==> config.mk <==
export PLATFORM = sky130hd
export DESIGN_NAME = gdc_regs
export DESIGN_NICKNAME = d
export VERILOG_FILES = /design/src/logic/gdc_pkg.sv /design/src/logic/gdc_conv_seq.sv /design/src/logic/gdc_regs.sv
export SDC_FILE = /design/constraint.sdc
export NUM_CORES = 1
export LEC_CHECK = 0
export BUFFER_PORTS_ARGS = -buffer_cell sky130_fd_sc_hd__buf_2
export CORE_UTILIZATION = 39
export CTS_CLUSTER_SIZE = 40
export DETAILED_ROUTE_END_ITERATION = 16
export GPL_TIMING_DRIVEN = 1
export MAX_ROUTING_LAYER = met4
export PLACE_DENSITY = 0.72
export SLEW_MARGIN = 20
export SYNTH_ARGS = -nofsm -noshare
export SYNTH_HDL_FRONTEND = slang
export SYNTH_SLANG_ARGS = --single-unit
==> constraint.sdc <==
create_clock -name clk -period 1.7 [get_ports clk]
set_input_delay 0.17 -clock clk [delete_from_list [all_inputs] [get_ports clk]]
set_output_delay 0.17 -clock clk [all_outputs]
set_load 0.01 [all_outputs]
==> src/logic/gdc_pkg.sv <==
/*
 * Shared constants and types for the pin and converter control block.
 * Assumes one 200 MHz clock and a 32-bit AHB-Lite register bus.
 */
package gdc_pkg;

	// Register indices; the byte address is four times the index.
	localparam logic [7:0] IDX_IOCFG = 8'h0E;
	localparam logic [7:0] IDX_CONVCFG = 8'h0F;
	localparam logic [7:0] IDX_TRIM = 8'h10;
	localparam logic [7:0] IDX_RESULT = 8'h11;
	localparam logic [7:0] IDX_FSEL = 8'h40;
	localparam logic [7:0] IDX_IRQSTAT = 8'h41;
	localparam logic [7:0] IDX_IRQMASK = 8'h42;

	// Field positions.
	localparam int IO_EXT_LSB = 4;
	localparam int IO_IRQ_SDO_BIT = 3;
	localparam int CONV_START_BIT = 7;
	localparam int CONV_SEL_LSB = 4;
	localparam int CONV_REF_LSB = 2;
	localparam int CONV_GAIN_LSB = 0;
	localparam int FSEL_STRIDE = 8;
	localparam int IRQ_DONE_BIT = 3;

	// Values after reset.
	localparam logic [3:0] IOCFG_RESET = 4'h0;
	localparam logic [6:0] CONVCFG_RESET = 7'h00;
	localparam logic [3:0] TRIM_RESET = 4'h0;
	localparam logic [4:0] FSEL_RESET = 5'h00;

	// Pin function codes.
	localparam logic [4:0] FSEL_DIN = 5'h02;
	localparam logic [4:0] FSEL_EXT_FALL = 5'h04;
	localparam logic [4:0] FSEL_EXT_RISE = 5'h05;
	localparam logic [4:0] FSEL_EXT_ANY = 5'h06;
	localparam logic [4:0] FSEL_ANALOG = 5'h07;
	localparam logic [4:0] FSEL_DOUT = 5'h0A;

	// Converter input codes.
	localparam logic [2:0] SEL_TEMP = 3'h0;
	localparam logic [2:0] SEL_DIFF01 = 3'h4;
	localparam logic [2:0] SEL_DIFF12 = 3'h5;
	localparam logic [2:0] SEL_DIFF02 = 3'h6;
	localparam logic [2:0] SEL_GND = 3'h7;

	// Conversion time and its cycle count, rounded up.
	localparam int CLK_MHZ = 200;
	localparam int CONV_TIME_NS = 1000;
	localparam int CONV_CYCLES = (CONV_TIME_NS * CLK_MHZ + 999) / 1000;

	// Settings handed to the analog front end.
	typedef struct packed {
		logic [2:0] inputSel;
		logic [1:0] refSel;
		logic [1:0] gain;
		logic [3:0] offsetTrim;
		logic diffMode;
		logic refBandgap;
		logic gainStepHigh;
	} gdc_analog_ctrl_t;

	// True when a function code makes the pin an external interrupt input.
	function automatic logic isExtIrq(input logic [4:0] fsel);
		isExtIrq = (fsel == FSEL_EXT_FALL) || (fsel == FSEL_EXT_RISE) || (fsel == FSEL_EXT_ANY);
	endfunction : isExtIrq

	// True for the three differential input codes.
	function automatic logic isDiff(input logic [2:0] sel);
		isDiff = (sel == SEL_DIFF01) || (sel == SEL_DIFF12) || (sel == SEL_DIFF02);
	endfunction : isDiff

endpackage : gdc_pkg

==> src/logic/gdc_conv_seq.sv <==
/*
 * Converter sequencer: runs one measurement cycle per start pulse and keeps the result.
 * Assumes the analog front end holds a settled code on sampleCode at the cycle's end.
 */
`timescale 1ns/1ps
`default_nettype none

module gdc_conv_seq (
	// Clock and reset.
	input wire logic clk,
	input wire logic reset,
	// Control.
	input wire logic startPulse,
	input wire logic [7:0] sampleCode,
	// Status and result.
	output logic busy,
	output logic donePulse,
	output logic [7:0] result
);

	localparam logic [8:0] CYC = 9'(gdc_pkg::CONV_CYCLES);
	// The done pulse is registered one edge after the count runs out, hence the extra cycle.
	localparam int WAIT_CYC = gdc_pkg::CONV_CYCLES + 1;

	typedef enum logic {GDC_IDLE, GDC_RUN} gdc_seq_state_t;

	gdc_seq_state_t state, next_state;
	logic [8:0] count, next_count;
	logic [7:0] next_result;
	logic next_donePulse;

	// A start during a running cycle is ignored so a result is never torn.
	always_comb begin
		next_state = state;
		next_count = count;
		next_result = result;
		next_donePulse = 1'b0;
		case (state)
			GDC_IDLE: begin
				if (startPulse) begin // RULE5
					next_state = GDC_RUN;
					next_count = CYC - 9'h001;
				end
			end
			GDC_RUN: begin
				if (count == 9'h000) begin
					next_state = GDC_IDLE;
					next_result = sampleCode; // RULE13
					next_donePulse = 1'b1; // RULE6
				end else begin
					next_count = count - 9'h001;
				end
			end
			default: next_state = GDC_IDLE;
		endcase
	end

	// State registers.
	always_ff @(posedge clk) begin
		if (reset) begin
			state <= GDC_IDLE;
			count <= 9'h000;
			result <= 8'h00;
			donePulse <= 1'b0;
		end else begin
			state <= next_state;
			count <= next_count;
			result <= next_result;
			donePulse <= next_donePulse;
		end
	end

	assign busy = (state == GDC_RUN);

	property p_done_time;
		@(posedge clk) disable iff (reset)
		(startPulse && !busy) |-> ##WAIT_CYC donePulse;
	endproperty
	a_done_time: assert property (p_done_time) else $error("Conversion end mistimed."); // RULE6

	property p_result_hold;
		@(posedge clk) disable iff (reset)
		!next_donePulse |=> $stable(result);
	endproperty
	a_result_hold: assert property (p_result_hold) else $error("Result changed early."); // RULE13

endmodule : gdc_conv_seq

`default_nettype wire

==> src/logic/gdc_regs.sv <==
/*
 * Register bank for the three general pins and the 8-bit converter, AHB-Lite slave.
 * Assumes pin inputs synchronous to clk and one bus master with zero-wait answers.
 */
// Notes on behaviour
// RULE1 - Pins set as external interrupts show their status in bits 6, 5, 4.
// RULE2 - With bit 3 set and select high, the interrupt request drives data out.
// RULE3 - A direct output pin follows its direct I/O bit.
// RULE4 - Reading a direct input pin's bit returns the pin's sampled level.
// RULE5 - Writing one to converter bit 7 starts a measurement cycle.
// RULE6 - Start/done bit reads one once the measurement cycle has finished.
// RULE7 - Input codes 000 temperature, 001-011 pins single-ended, 111 ground.
// RULE8 - Codes 100, 101, 110 pick differential pin pairs 0-1, 1-2, 0-2.
// RULE9 - Reference field: 0X bandgap, 10 third of supply, 11 half supply.
// RULE10 - Differential full scale is (gain+1) times supply times 0.014 or 0.021.
// RULE11 - Offset trim: bit 3 sign, bits 2:0 magnitude; upper bits reserved.
// RULE12 - The 8-bit result register is read-only; writes do nothing.
// RULE13 - The result holds until the next measurement cycle finishes.
// RULE14 - Function codes 00100 and 00101 make falling and rising edge interrupts.
// RULE15 - Function code 00010 makes the pin a direct digital input.
// RULE16 - Function code 00111 routes the pin to the converter as analog input.
`timescale 1ns/1ps
`default_nettype none

module gdc_regs (
	// Clock and reset.
	input wire logic clk,
	input wire logic reset,
	// AHB-Lite slave.
	input wire logic hsel,
	input wire logic [31:0] haddr,
	input wire logic [1:0] htrans,
	input wire logic hwrite,
	input wire logic [2:0] hsize,
	input wire logic [31:0] hwdata,
	input wire logic hready,
	output logic [31:0] hrdata,
	output logic hreadyout,
	output logic hresp,
	// General pins.
	input wire logic [2:0] gpioIn,
	output logic [2:0] gpioOut,
	output logic [2:0] gpioOe,
	output logic [2:0] analogRouteEn,
	// Serial data out sharing.
	input wire logic chip_select_n,
	input wire logic spiSdo,
	input wire logic spiSdoOe,
	output logic sdoOut,
	output logic sdoOe,
	// Converter front end.
	input wire logic [7:0] sampleCode,
	output gdc_pkg::gdc_analog_ctrl_t analogCtrl,
	// Interrupt.
	output logic irqRequestN
);

	logic [4:0] fsel [3];
	logic [4:0] next_fsel [3];
	logic [2:0] direct_io_pin, next_direct_io_pin;
	logic [2:0] extStatus, next_extStatus;
	logic irqOnSdo, next_irqOnSdo;
	logic [6:0] convCfg, next_convCfg;
	logic [3:0] trim, next_trim;
	logic doneFlag, next_doneFlag;
	logic [3:0] irqStat, next_irqStat;
	logic [3:0] irqMask, next_irqMask;
	logic [2:0] pinSample, next_pinSample;
	logic dpWrite, next_dpWrite;
	logic [7:0] dpIndex, next_dpIndex;
	logic [31:0] next_hrdata;
	logic startPulse, convBusy, convDone;
	logic [7:0] result;
	logic [2:0] extEvent;
	logic addrTake, readTake, irqLevel;

	// Full-word index decode; anything outside the low window is unmapped.
	function automatic logic [7:0] regIndex(input logic [31:0] a);
		regIndex = (a[31:10] == 22'h0 && a[1:0] == 2'h0) ? a[9:2] : 8'hFF;
	endfunction : regIndex

	gdc_conv_seq u_seq (
		.clk(clk),
		.reset(reset),
		.startPulse(startPulse),
		.sampleCode(sampleCode),
		.busy(convBusy),
		.donePulse(convDone),
		.result(result)
	);

	assign addrTake = hsel && htrans[1] && hready;
	assign readTake = addrTake && !hwrite;
	assign startPulse = dpWrite && dpIndex == gdc_pkg::IDX_CONVCFG &&
		hwdata[gdc_pkg::CONV_START_BIT]; // RULE5

	// Edge detection on pins set as external interrupts.
	always_comb begin
		for (int i = 0; i < 3; i++) begin
			case (fsel[i])
				gdc_pkg::FSEL_EXT_FALL: extEvent[i] = pinSample[i] && !gpioIn[i]; // RULE14
				gdc_pkg::FSEL_EXT_RISE: extEvent[i] = !pinSample[i] && gpioIn[i]; // RULE14
				gdc_pkg::FSEL_EXT_ANY: extEvent[i] = pinSample[i] != gpioIn[i];
				default: extEvent[i] = 1'b0;
			endcase
		end
	end

	// Register next values: bus writes in the data phase, reads in the address phase.
	// Every hardware set wins over a clear landing in the same cycle.
	always_comb begin
		logic [2:0] pinRead;
		pinRead = 3'h0;
		next_fsel = fsel;
		next_direct_io_pin = direct_io_pin;
		next_irqOnSdo = irqOnSdo;
		next_convCfg = convCfg;
		next_trim = trim;
		next_irqMask = irqMask;
		next_irqStat = irqStat;
		next_extStatus = extStatus;
		next_doneFlag = doneFlag;
		next_pinSample = gpioIn;
		next_dpWrite = addrTake && hwrite;
		next_dpIndex = addrTake ? regIndex(haddr) : 8'hFF;
		next_hrdata = 32'h0000_0000;
		for (int i = 0; i < 3; i++) begin
			pinRead[i] = (fsel[i] == gdc_pkg::FSEL_DIN) ? pinSample[i] : direct_io_pin[i]; // RULE4 RULE15
		end
		if (dpWrite) begin
			case (dpIndex)
				gdc_pkg::IDX_IOCFG: begin
					next_direct_io_pin = hwdata[2:0]; // RULE3
					next_irqOnSdo = hwdata[gdc_pkg::IO_IRQ_SDO_BIT];
				end
				gdc_pkg::IDX_CONVCFG: begin
					next_convCfg = hwdata[6:0];
					if (startPulse && !convBusy) begin
						next_doneFlag = 1'b0;
					end
				end
				gdc_pkg::IDX_TRIM: next_trim = hwdata[3:0]; // RULE11
				gdc_pkg::IDX_FSEL: begin
					for (int i = 0; i < 3; i++) begin
						next_fsel[i] = hwdata[i * gdc_pkg::FSEL_STRIDE +: 5];
					end
				end
				gdc_pkg::IDX_IRQSTAT: next_irqStat = irqStat & ~hwdata[3:0];
				gdc_pkg::IDX_IRQMASK: next_irqMask = hwdata[3:0];
				default: next_irqMask = irqMask; // Result and unmapped writes are dropped. RULE12
			endcase
		end
		if (readTake) begin
			case (regIndex(haddr))
				gdc_pkg::IDX_IOCFG: begin
					next_hrdata = {24'h0, 1'b0, extStatus, irqOnSdo, pinRead}; // RULE1
					next_extStatus = 3'h0; // Reading clears the pin status.
				end
				gdc_pkg::IDX_CONVCFG: next_hrdata = {24'h0, doneFlag, convCfg}; // RULE6
				gdc_pkg::IDX_TRIM: next_hrdata = {28'h0, trim};
				gdc_pkg::IDX_RESULT: next_hrdata = {24'h0, result}; // RULE12
				gdc_pkg::IDX_FSEL: next_hrdata = {11'h0, fsel[2], 3'h0, fsel[1], 3'h0, fsel[0]};
				gdc_pkg::IDX_IRQSTAT: next_hrdata = {28'h0, irqStat};
				gdc_pkg::IDX_IRQMASK: next_hrdata = {28'h0, irqMask};
				default: next_hrdata = 32'h0000_0000;
			endcase
		end
		for (int i = 0; i < 3; i++) begin
			if (extEvent[i] && gdc_pkg::isExtIrq(fsel[i])) begin
				next_extStatus[i] = 1'b1; // RULE1
				next_irqStat[i] = 1'b1;
			end
		end
		if (convDone) begin
			next_doneFlag = 1'b1; // RULE6
			next_irqStat[gdc_pkg::IRQ_DONE_BIT] = 1'b1;
		end
	end

	// Register storage.
	always_ff @(posedge clk) begin
		if (reset) begin
			for (int i = 0; i < 3; i++) begin
				fsel[i] <= gdc_pkg::FSEL_RESET;
			end
			direct_io_pin <= gdc_pkg::IOCFG_RESET[2:0];
			irqOnSdo <= gdc_pkg::IOCFG_RESET[3];
			convCfg <= gdc_pkg::CONVCFG_RESET;
			trim <= gdc_pkg::TRIM_RESET;
			doneFlag <= 1'b1; // Idle converter reads as finished.
			irqStat <= 4'h0;
			irqMask <= 4'h0;
			extStatus <= 3'h0;
			pinSample <= 3'h0;
			dpWrite <= 1'b0;
			dpIndex <= 8'hFF;
			hrdata <= 32'h0000_0000;
		end else begin
			fsel <= next_fsel;
			direct_io_pin <= next_direct_io_pin;
			irqOnSdo <= next_irqOnSdo;
			convCfg <= next_convCfg;
			trim <= next_trim;
			doneFlag <= next_doneFlag;
			irqStat <= next_irqStat;
			irqMask <= next_irqMask;
			extStatus <= next_extStatus;
			pinSample <= next_pinSample;
			dpWrite <= next_dpWrite;
			dpIndex <= next_dpIndex;
			hrdata <= next_hrdata;
		end
	end

	// Pin drive: only direct outputs drive; analog pins are routed to the converter.
	always_comb begin
		for (int i = 0; i < 3; i++) begin
			gpioOe[i] = (fsel[i] == gdc_pkg::FSEL_DOUT);
			gpioOut[i] = gpioOe[i] && direct_io_pin[i]; // RULE3
			analogRouteEn[i] = (fsel[i] == gdc_pkg::FSEL_ANALOG); // RULE16
		end
	end

	// Front-end settings; the analog side interprets codes, this side only decodes modes.
	assign analogCtrl.inputSel = convCfg[gdc_pkg::CONV_SEL_LSB +: 3]; // RULE7
	assign analogCtrl.diffMode = gdc_pkg::isDiff(analogCtrl.inputSel); // RULE8
	assign analogCtrl.refSel = convCfg[gdc_pkg::CONV_REF_LSB +: 2];
	assign analogCtrl.refBandgap = !analogCtrl.refSel[1]; // RULE9
	assign analogCtrl.gain = convCfg[gdc_pkg::CONV_GAIN_LSB +: 2]; // RULE10
	assign analogCtrl.gainStepHigh = analogCtrl.refSel[0]; // RULE10
	assign analogCtrl.offsetTrim = trim; // RULE11

	// Interrupt and its optional route onto the serial data pin.
	assign irqLevel = |(irqStat & irqMask);
	assign irqRequestN = !irqLevel;
	assign sdoOut = (irqOnSdo && chip_select_n) ? irqRequestN : spiSdo; // RULE2
	assign sdoOe = (irqOnSdo && chip_select_n) || spiSdoOe; // RULE2

	// Always ready, always OKAY.
	assign hreadyout = 1'b1;
	assign hresp = 1'b0;

	property p_ext_status;
		@(posedge clk) disable iff (reset)
		(extEvent[0] && gdc_pkg::isExtIrq(fsel[0])) |=> extStatus[0] && irqStat[0];
	endproperty
	a_ext_status: assert property (p_ext_status) else $error("Pin 0 status not set."); // RULE1

	property p_sdo_irq;
		@(posedge clk) disable iff (reset)
		(irqOnSdo && chip_select_n) |-> (sdoOe && sdoOut == !(|(irqStat & irqMask)));
	endproperty
	a_sdo_irq: assert property (p_sdo_irq) else $error("Request not on data out."); // RULE2

	property p_direct_out;
		@(posedge clk) disable iff (reset)
		(dpWrite && dpIndex == gdc_pkg::IDX_IOCFG && fsel[1] == gdc_pkg::FSEL_DOUT && $stable(fsel[1]))
		|=> (gpioOe[1] && gpioOut[1] == $past(hwdata[1]));
	endproperty
	a_direct_out: assert property (p_direct_out) else $error("Pin 1 not driven."); // RULE3

	property p_direct_in;
		@(posedge clk) disable iff (reset)
		(readTake && regIndex(haddr) == gdc_pkg::IDX_IOCFG && fsel[2] == gdc_pkg::FSEL_DIN)
		|=> hrdata[2] == $past(pinSample[2]);
	endproperty
	a_direct_in: assert property (p_direct_in) else $error("Pin 2 level misread."); // RULE4

	property p_start;
		@(posedge clk) disable iff (reset)
		(startPulse && !convBusy) |=> (convBusy && !doneFlag) [*2];
	endproperty
	a_start: assert property (p_start) else $error("Start did not begin a cycle."); // RULE5

	property p_diff_mode;
		@(posedge clk) disable iff (reset)
		analogCtrl.diffMode == (convCfg[6] && convCfg[5:4] != 2'h3);
	endproperty
	a_diff_mode: assert property (p_diff_mode) else $error("Differential decode wrong."); // RULE8

	property p_result_ro;
		@(posedge clk) disable iff (reset)
		(dpWrite && dpIndex == gdc_pkg::IDX_RESULT && !convDone) |=> $stable(result);
	endproperty
	a_result_ro: assert property (p_result_ro) else $error("Result took a write."); // RULE12

	property p_irq_level;
		@(posedge clk) disable iff (reset)
		(convDone && irqMask[gdc_pkg::IRQ_DONE_BIT]) |=> !irqRequestN;
	endproperty
	a_irq_level: assert property (p_irq_level) else $error("Done interrupt missing."); // RULE6

	// A rising edge on a rise source must flag even when a status read lands alongside.
	property p_rise_edge;
		@(posedge clk) disable iff (reset)
		(fsel[1] == gdc_pkg::FSEL_EXT_RISE && !pinSample[1] && gpioIn[1]) |=> extStatus[1];
	endproperty
	a_rise_edge: assert property (p_rise_edge) else $error("Pin 1 rise not flagged."); // RULE14

	property p_trim_reserved;
		@(posedge clk) disable iff (reset)
		(readTake && regIndex(haddr) == gdc_pkg::IDX_TRIM) |=> (hrdata[31:4] == 28'h0);
	endproperty
	a_trim_reserved: assert property (p_trim_reserved) else $error("Trim upper bits set."); // RULE11

endmodule : gdc_regs

`default_nettype wire

# Word-level counts from Yosys, hierarchy flattened
# Index checks and enable logic that the tools add are counted.
# Widths: inputs -> output; s select.
# classes
n_eq_ne	39
n_mux	27
n_reduce_logical	77
n_addsub	1
bitwise	6
# ops
operator	count
$pmux 21 s7	1
$eq 5x3->1 const B	12
$eq 8x7->1 const B	6
$eq 8x4->1 const B	4
$reduce_and 2->1	14
$reduce_bool 2->1	14
$eq 8x5->1 const B	3
$logic_not 22->1	1
$logic_and 1x1->1	21
$mux 9	2
$pmux 9 s2	1
$eq 5x2->1 const B	3
$eq 5x4->1 const B	3
$mux 1	14
$logic_not 1->1	10
$eq 3x3->1 const B	3
$logic_not 9->1	1
$logic_or 1x1->1	9
$pmux 1 s3	3
$sub 9x1->9 const B	1
$and 4x4->4	2
$mux 4	2
$mux 8	1
$reduce_or 2->1	4
9 further kinds	15
# word_totals
inputBits	88
word_cells	174
register_bits	105

# Depth between registers and ports, before layout
# depth
word_depth	7
depth_mapped	7
depth_no_buf	6

# By module
# Synthesis repeated with hierarchy kept, for this count alone.
# hier_totals
cells_unflattened	464
area_unflattened_um2	4181.5
# by_module_without_submodules
module	area_each_um2	cells_per_inst	instances
gdc_regs	3328.2	377	1
gdc_conv_seq	853.3	87	1

# Worst setup path after synthesis
# OpenSTA, ideal clock, no wires.
# synth_path
path_type	register to register
startpoint	register dpIndex[5]
endpoint	register doneFlag
path_stages_with_launch	4
setup_time_ns	0.120
period_less_slack_ns	1.706
path_buffers	0
arrival_time_ns	1.586
path_slack_ns	-0.006
path_cell_list	dfxtp_1 -> or3b_4 -> or4_1 -> a211o_1
# synth_between
elab_chain_len	5
# synth_rtl
element	line_no	source
start: declaration	gdc_regs.sv:70	logic [7:0] dpIndex, next_dpIndex;
start signal: assignment	gdc_regs.sv:210	dpIndex <= next_dpIndex;
$eq 8x4->1 *	gdc_regs.sv:94, gdc_regs.sv:131	
$logic_and 1x1->1 (2 in series)	gdc_regs.sv:94	assign startPulse = dpWrite && dpIndex == gdc_pkg::IDX_CONVCFG &&
$logic_and 1x1->1	gdc_regs.sv:138	if (startPulse && !convBusy) begin
$reduce_and 3->1 (no source line) *	-	
end signal: assignment	gdc_regs.sv:204	doneFlag <= next_doneFlag;
end: declaration	gdc_regs.sv:65	logic doneFlag, next_doneFlag;
# Mark *: on every way between the ends. The rest lies on a longest branch, timed or not.
# A chain may end at the register's enable or synchronous reset.

# Final worst setup path
# layout_path
startpoint	register u_seq.count[1]
endpoint	register u_seq.count[4]
# layout_between
elab_chain_len	3
# layout_rtl
element	line_no	source
start: declaration	gdc_conv_seq.sv:28	logic [8:0] count, next_count;
start signal: assignment	gdc_conv_seq.sv:67	count <= next_count;
$sub 9x1->9 / $logic_not 9->1 (equally long branches)	gdc_conv_seq.sv:51, gdc_conv_seq.sv:46	
$mux 9 / $ne 2x2->1 (equally long branches)	-	
$pmux 9 s2 / $reduce_and 2->1 (equally long branches)	-	
# Several ways; a longest one is shown, not always the timed one. The select of a mux whose other input is x is not followed.

==> results by group <==
Setup path
  • Crit. End Element: register
  • Worst path slowest cell: or3b_4
  • Max stage delay on crit path: 400 ps
  • Worst Setup Start Kind: register
  • Crit Path Max Fanout: 4
  • Critical Path, Cell by Cell: inv_2 -> ha_4 -> or3b_4 -> o31a_1 -> buf_6 -> a31oi_1 -> o21ai_1
  • Worst path arrival time: 1990 ps
  • Critical path class: register to register
  • Reg2Reg Depth: 7
  • Worst Path Required: 1950 ps

Synthesis
  • Most common library cells after synthesis: dfxtp_1 (91), nor2_1 (47), mux2i_1 (37)
  • Post-synth cell types: 62
  • Ys Warns: 0
  • Top post-synthesis cells by area: dfxtp_1 (41%), mux2i_1 (8.4%), nor2_1 (4.0%), buf_4 (2.9%), nand2b_1 (2.6%)
  • Main synth FF type: dfxtp_1
  • Sequential area share after synthesis: 41.47%
  • Ys async rst share: 0%
  • Synth Register Bits: 91
  • Syn avg cell area: 9.307 um^2
  • Yosys top cell area share: 41.47%
  • Mapped Area: 0.004393 mm^2
  • Post-synth EDFFs: 0
  • Post-Syn Instances: 472
  • Cell with the most instances after synthesis: dfxtp_1
  • Largest area contributor in the netlist: dfxtp_1

Status
  • Failing checks: negative setup slack
  • Status: complete, but fails checks

STA
  • Final critical-path share of the clock period: 102.0%
  • Worst rel slew slack: 52.23%
  • PnR worst setup slack: -34.61 ps
  • Unrepaired setup endpoints after global routing: true
  • Final hold violation count: 0
  • F_max: 0.5765 GHz
  • Aggregate negative setup slack: -151.1 ps
  • Pins Over Slew Limit: 0
  • Transition time of the tightest slew-check pin: 716.5 ps
  • Worst Skew: 11.23 ps
  • Setup Viol. Count Final: 6
  • Minimum period implied by the final worst setup slack: 1735 ps

Detailed routing
  • Final WL: 11.89 mm
  • ANT nets after route: 0
  • Drt first pass iters: 5
  • Vias per cell: 5.210
  • Residual DRC: 0
  • WL/cell: 15.38 um
  • Via count: 4027
  • DR iter-0 viols: 192

Clock tree
  • CTS sink count: 91
  • Hold_buf cts: 0
  • CTS Buf Count: 9
  • CTS tree: yes
  • Worst-Skew Late Latency: 360 ps
  • Clock root buffer: clkbuf_8
  • Clock-pin slew of the registers on the worst-case setup and hold paths: 100 ps
  • Worst-case clock buffer depth: 2
  • CTS H-tree lvls: 3

Place
  • Detailed placement HPWL: 8.885 mm
  • Dpl ws: -107.8 ps
  • Post-Place Cell Area: 0.005385 mm^2
  • Number of port buffers: 113
  • Global placement routability congestion: 0.8944
  • Placed Instances: 753

Final layout
  • Area Overhead vs Synth: 31.24%
  • Non-filler cells, final: 773
  • Share of cells above drive strength 1: 39.65%
  • Design area: 0.005766 mm^2
  • # diodes: 0
  • Layout Nets: 723
  • # fillers: 994

Global route
  • Total Routing Usage GR: 20.93%
  • Grt ovf: 0
  • Vias in the first global route: 3775
  • Largest net degree at the start of global routing: 68
  • Initial antenna violation count: 0
  • Global-route wire length before repair: 18.45 mm

Worst hold path
  • HP Class: primary input to register
  • WHS Path Cells: 3

Job
  • Max_cap viols: 0

Die
  • Starting Density: 40.35%
  • Width of the die: 108.1 um
  • Die ar.: 0.01169 mm^2
  • Die height: 108.1 um
  • Floorplan row count: 38
  • Core ar.: 0.01089 mm^2
  • IO Pins: 148

Power and ir drop
  • Lkg Pwr: 2.564 nW
  • Cell Pwr Density: 654.7 mW/mm^2
  • Peak supply drop: 0.3708 mV
-- power by group --
group | internal, mW | switching [mW] | leakage, nW
Combinational | 0.120 | 0.139 | 1.74
Sequential | 2.13 | 0.00332 | 0.737
Clock | 0.578 | 0.801 | 0.0859
Total | 2.83 | 0.943 | 2.56
-- critical path: cells and delay by family, from the launching register on --
family	cells	cell delay, ps
AOI/OAI and AO/OA	3	570
DFF	1	330
buffers and inverters	2	210
and+or+nand+nor	1	400
adders and majority gates	1	120
-- layout by cell type (no fill, tap or decap), types with 7 or more instances in the layout --
cell / netlist / final
a21oi_1: 21 / 18
a22oi_1: 7 / 7
and3_1: 7 / 7
buf_2: 3 / 112
buf_4: 17 / 49
clkbuf_8: 0 / 10
conb_1: 2 / 16
dfxtp_1: 91 / 82
dfxtp_2: 0 / 9
inv_1: 26 / 24
mux2i_1: 37 / 37
nand2_1: 17 / 12
nand2b_1: 18 / 18
nand3_1: 9 / 9
nand3b_1: 10 / 10
nor2_1: 47 / 47
nor3_1: 15 / 13
nor3_2: 11 / 13
nor4_1: 7 / 7
o21ai_0: 8 / 8
-- registers in the layout (all words and copies together), names as in the netlist, 3 cells and up --
register       cells
hrdata            18
convCfg            7
u_seq.count        9
irqMask            4
extStatus          3
dpIndex            8
irqStat            4
trim               4
pinSample          3
u_seq.result       8
direct_io_pin      3
fsel              15
-- final timing paths --
| check | from | end | slack (ps) |
|---|---|---|---|
| min reg2reg | extStatus[0]$_SDFFE_PP0P_ | extStatus[0]$_SDFFE_PP0P_ | 480 |
| max reg2reg | u_seq.count[1]$_SDFFE_PP0P_ | u_seq.count[4]$_SDFFE_PP0P_ | -30 |
| max | u_seq.count[1]$_SDFFE_PP0P_ | u_seq.count[4]$_SDFFE_PP0P_ | -30 |
| min | sampleCode[5] | u_seq.result[5]$_SDFFE_PP0P_ | 40 |
-- stage by stage --
step	power, mW	hold slack [ps]	util (%)
6_report	3.775	35.44	52.95
5_1_grt	3.900	36.86	52.95
4_1_cts	3.782	35.00	51.52
3_5_place_dp	2.440	412.0	49.46
3_3_place_gp	2.434	400.2	49.46
2_1_floorplan	2.324	271.5	-
-- repair_timing --
| action | CTS | global route |
|---|---|---|
| endpoints found under the setup margin | 21 | 40 |
| pin swaps | 6 | 14 |
| resized for setup | 9 | 35 |
| setup buffers | 0 | 4 |
-- area by class of cell --
cell class / instances / area, um^2 / area share (%)
multi-input cells: 331 / 2436 / 42.25
flip-flops and latches: 91 / 1833 / 31.79
clock inverters: 5 / 37.54 / 0.6510
repair buffers: 169 / 1045 / 18.12
inverters: 26 / 97.59 / 1.693
well taps: 140 / 175.2 / 3.038
clock buffers: 11 / 141.4 / 2.452
-- routing by layer --
layer	track usage [%]	vias up	share of wire [%]
met1	25.37	1915	44
met5	-	-	0
li1	-	1955	-
met2	36.21	149	49
met4	4.207	0	0.61
met3	3.737	8	6.3
-- cells by family (layout without fill, tap and decap cells) --
group                    count (synthesis)  count (layout)  share of synthesized area (%)
other                                    2              16                         0.1710
multiplexers                            44              44                          10.23
buffers and inverters                   64             211                          7.519
adder cells (fa/ha/maj)                  7               7                          1.994
AO/OA/AOI/OAI                           68              68                          10.17
XOR/XNOR                                 2               2                         0.3988
AND/OR/NAND/NOR                        194             194                          28.05
flip-flops                              91              91                          41.47
(Power assumes the default switching activity.)
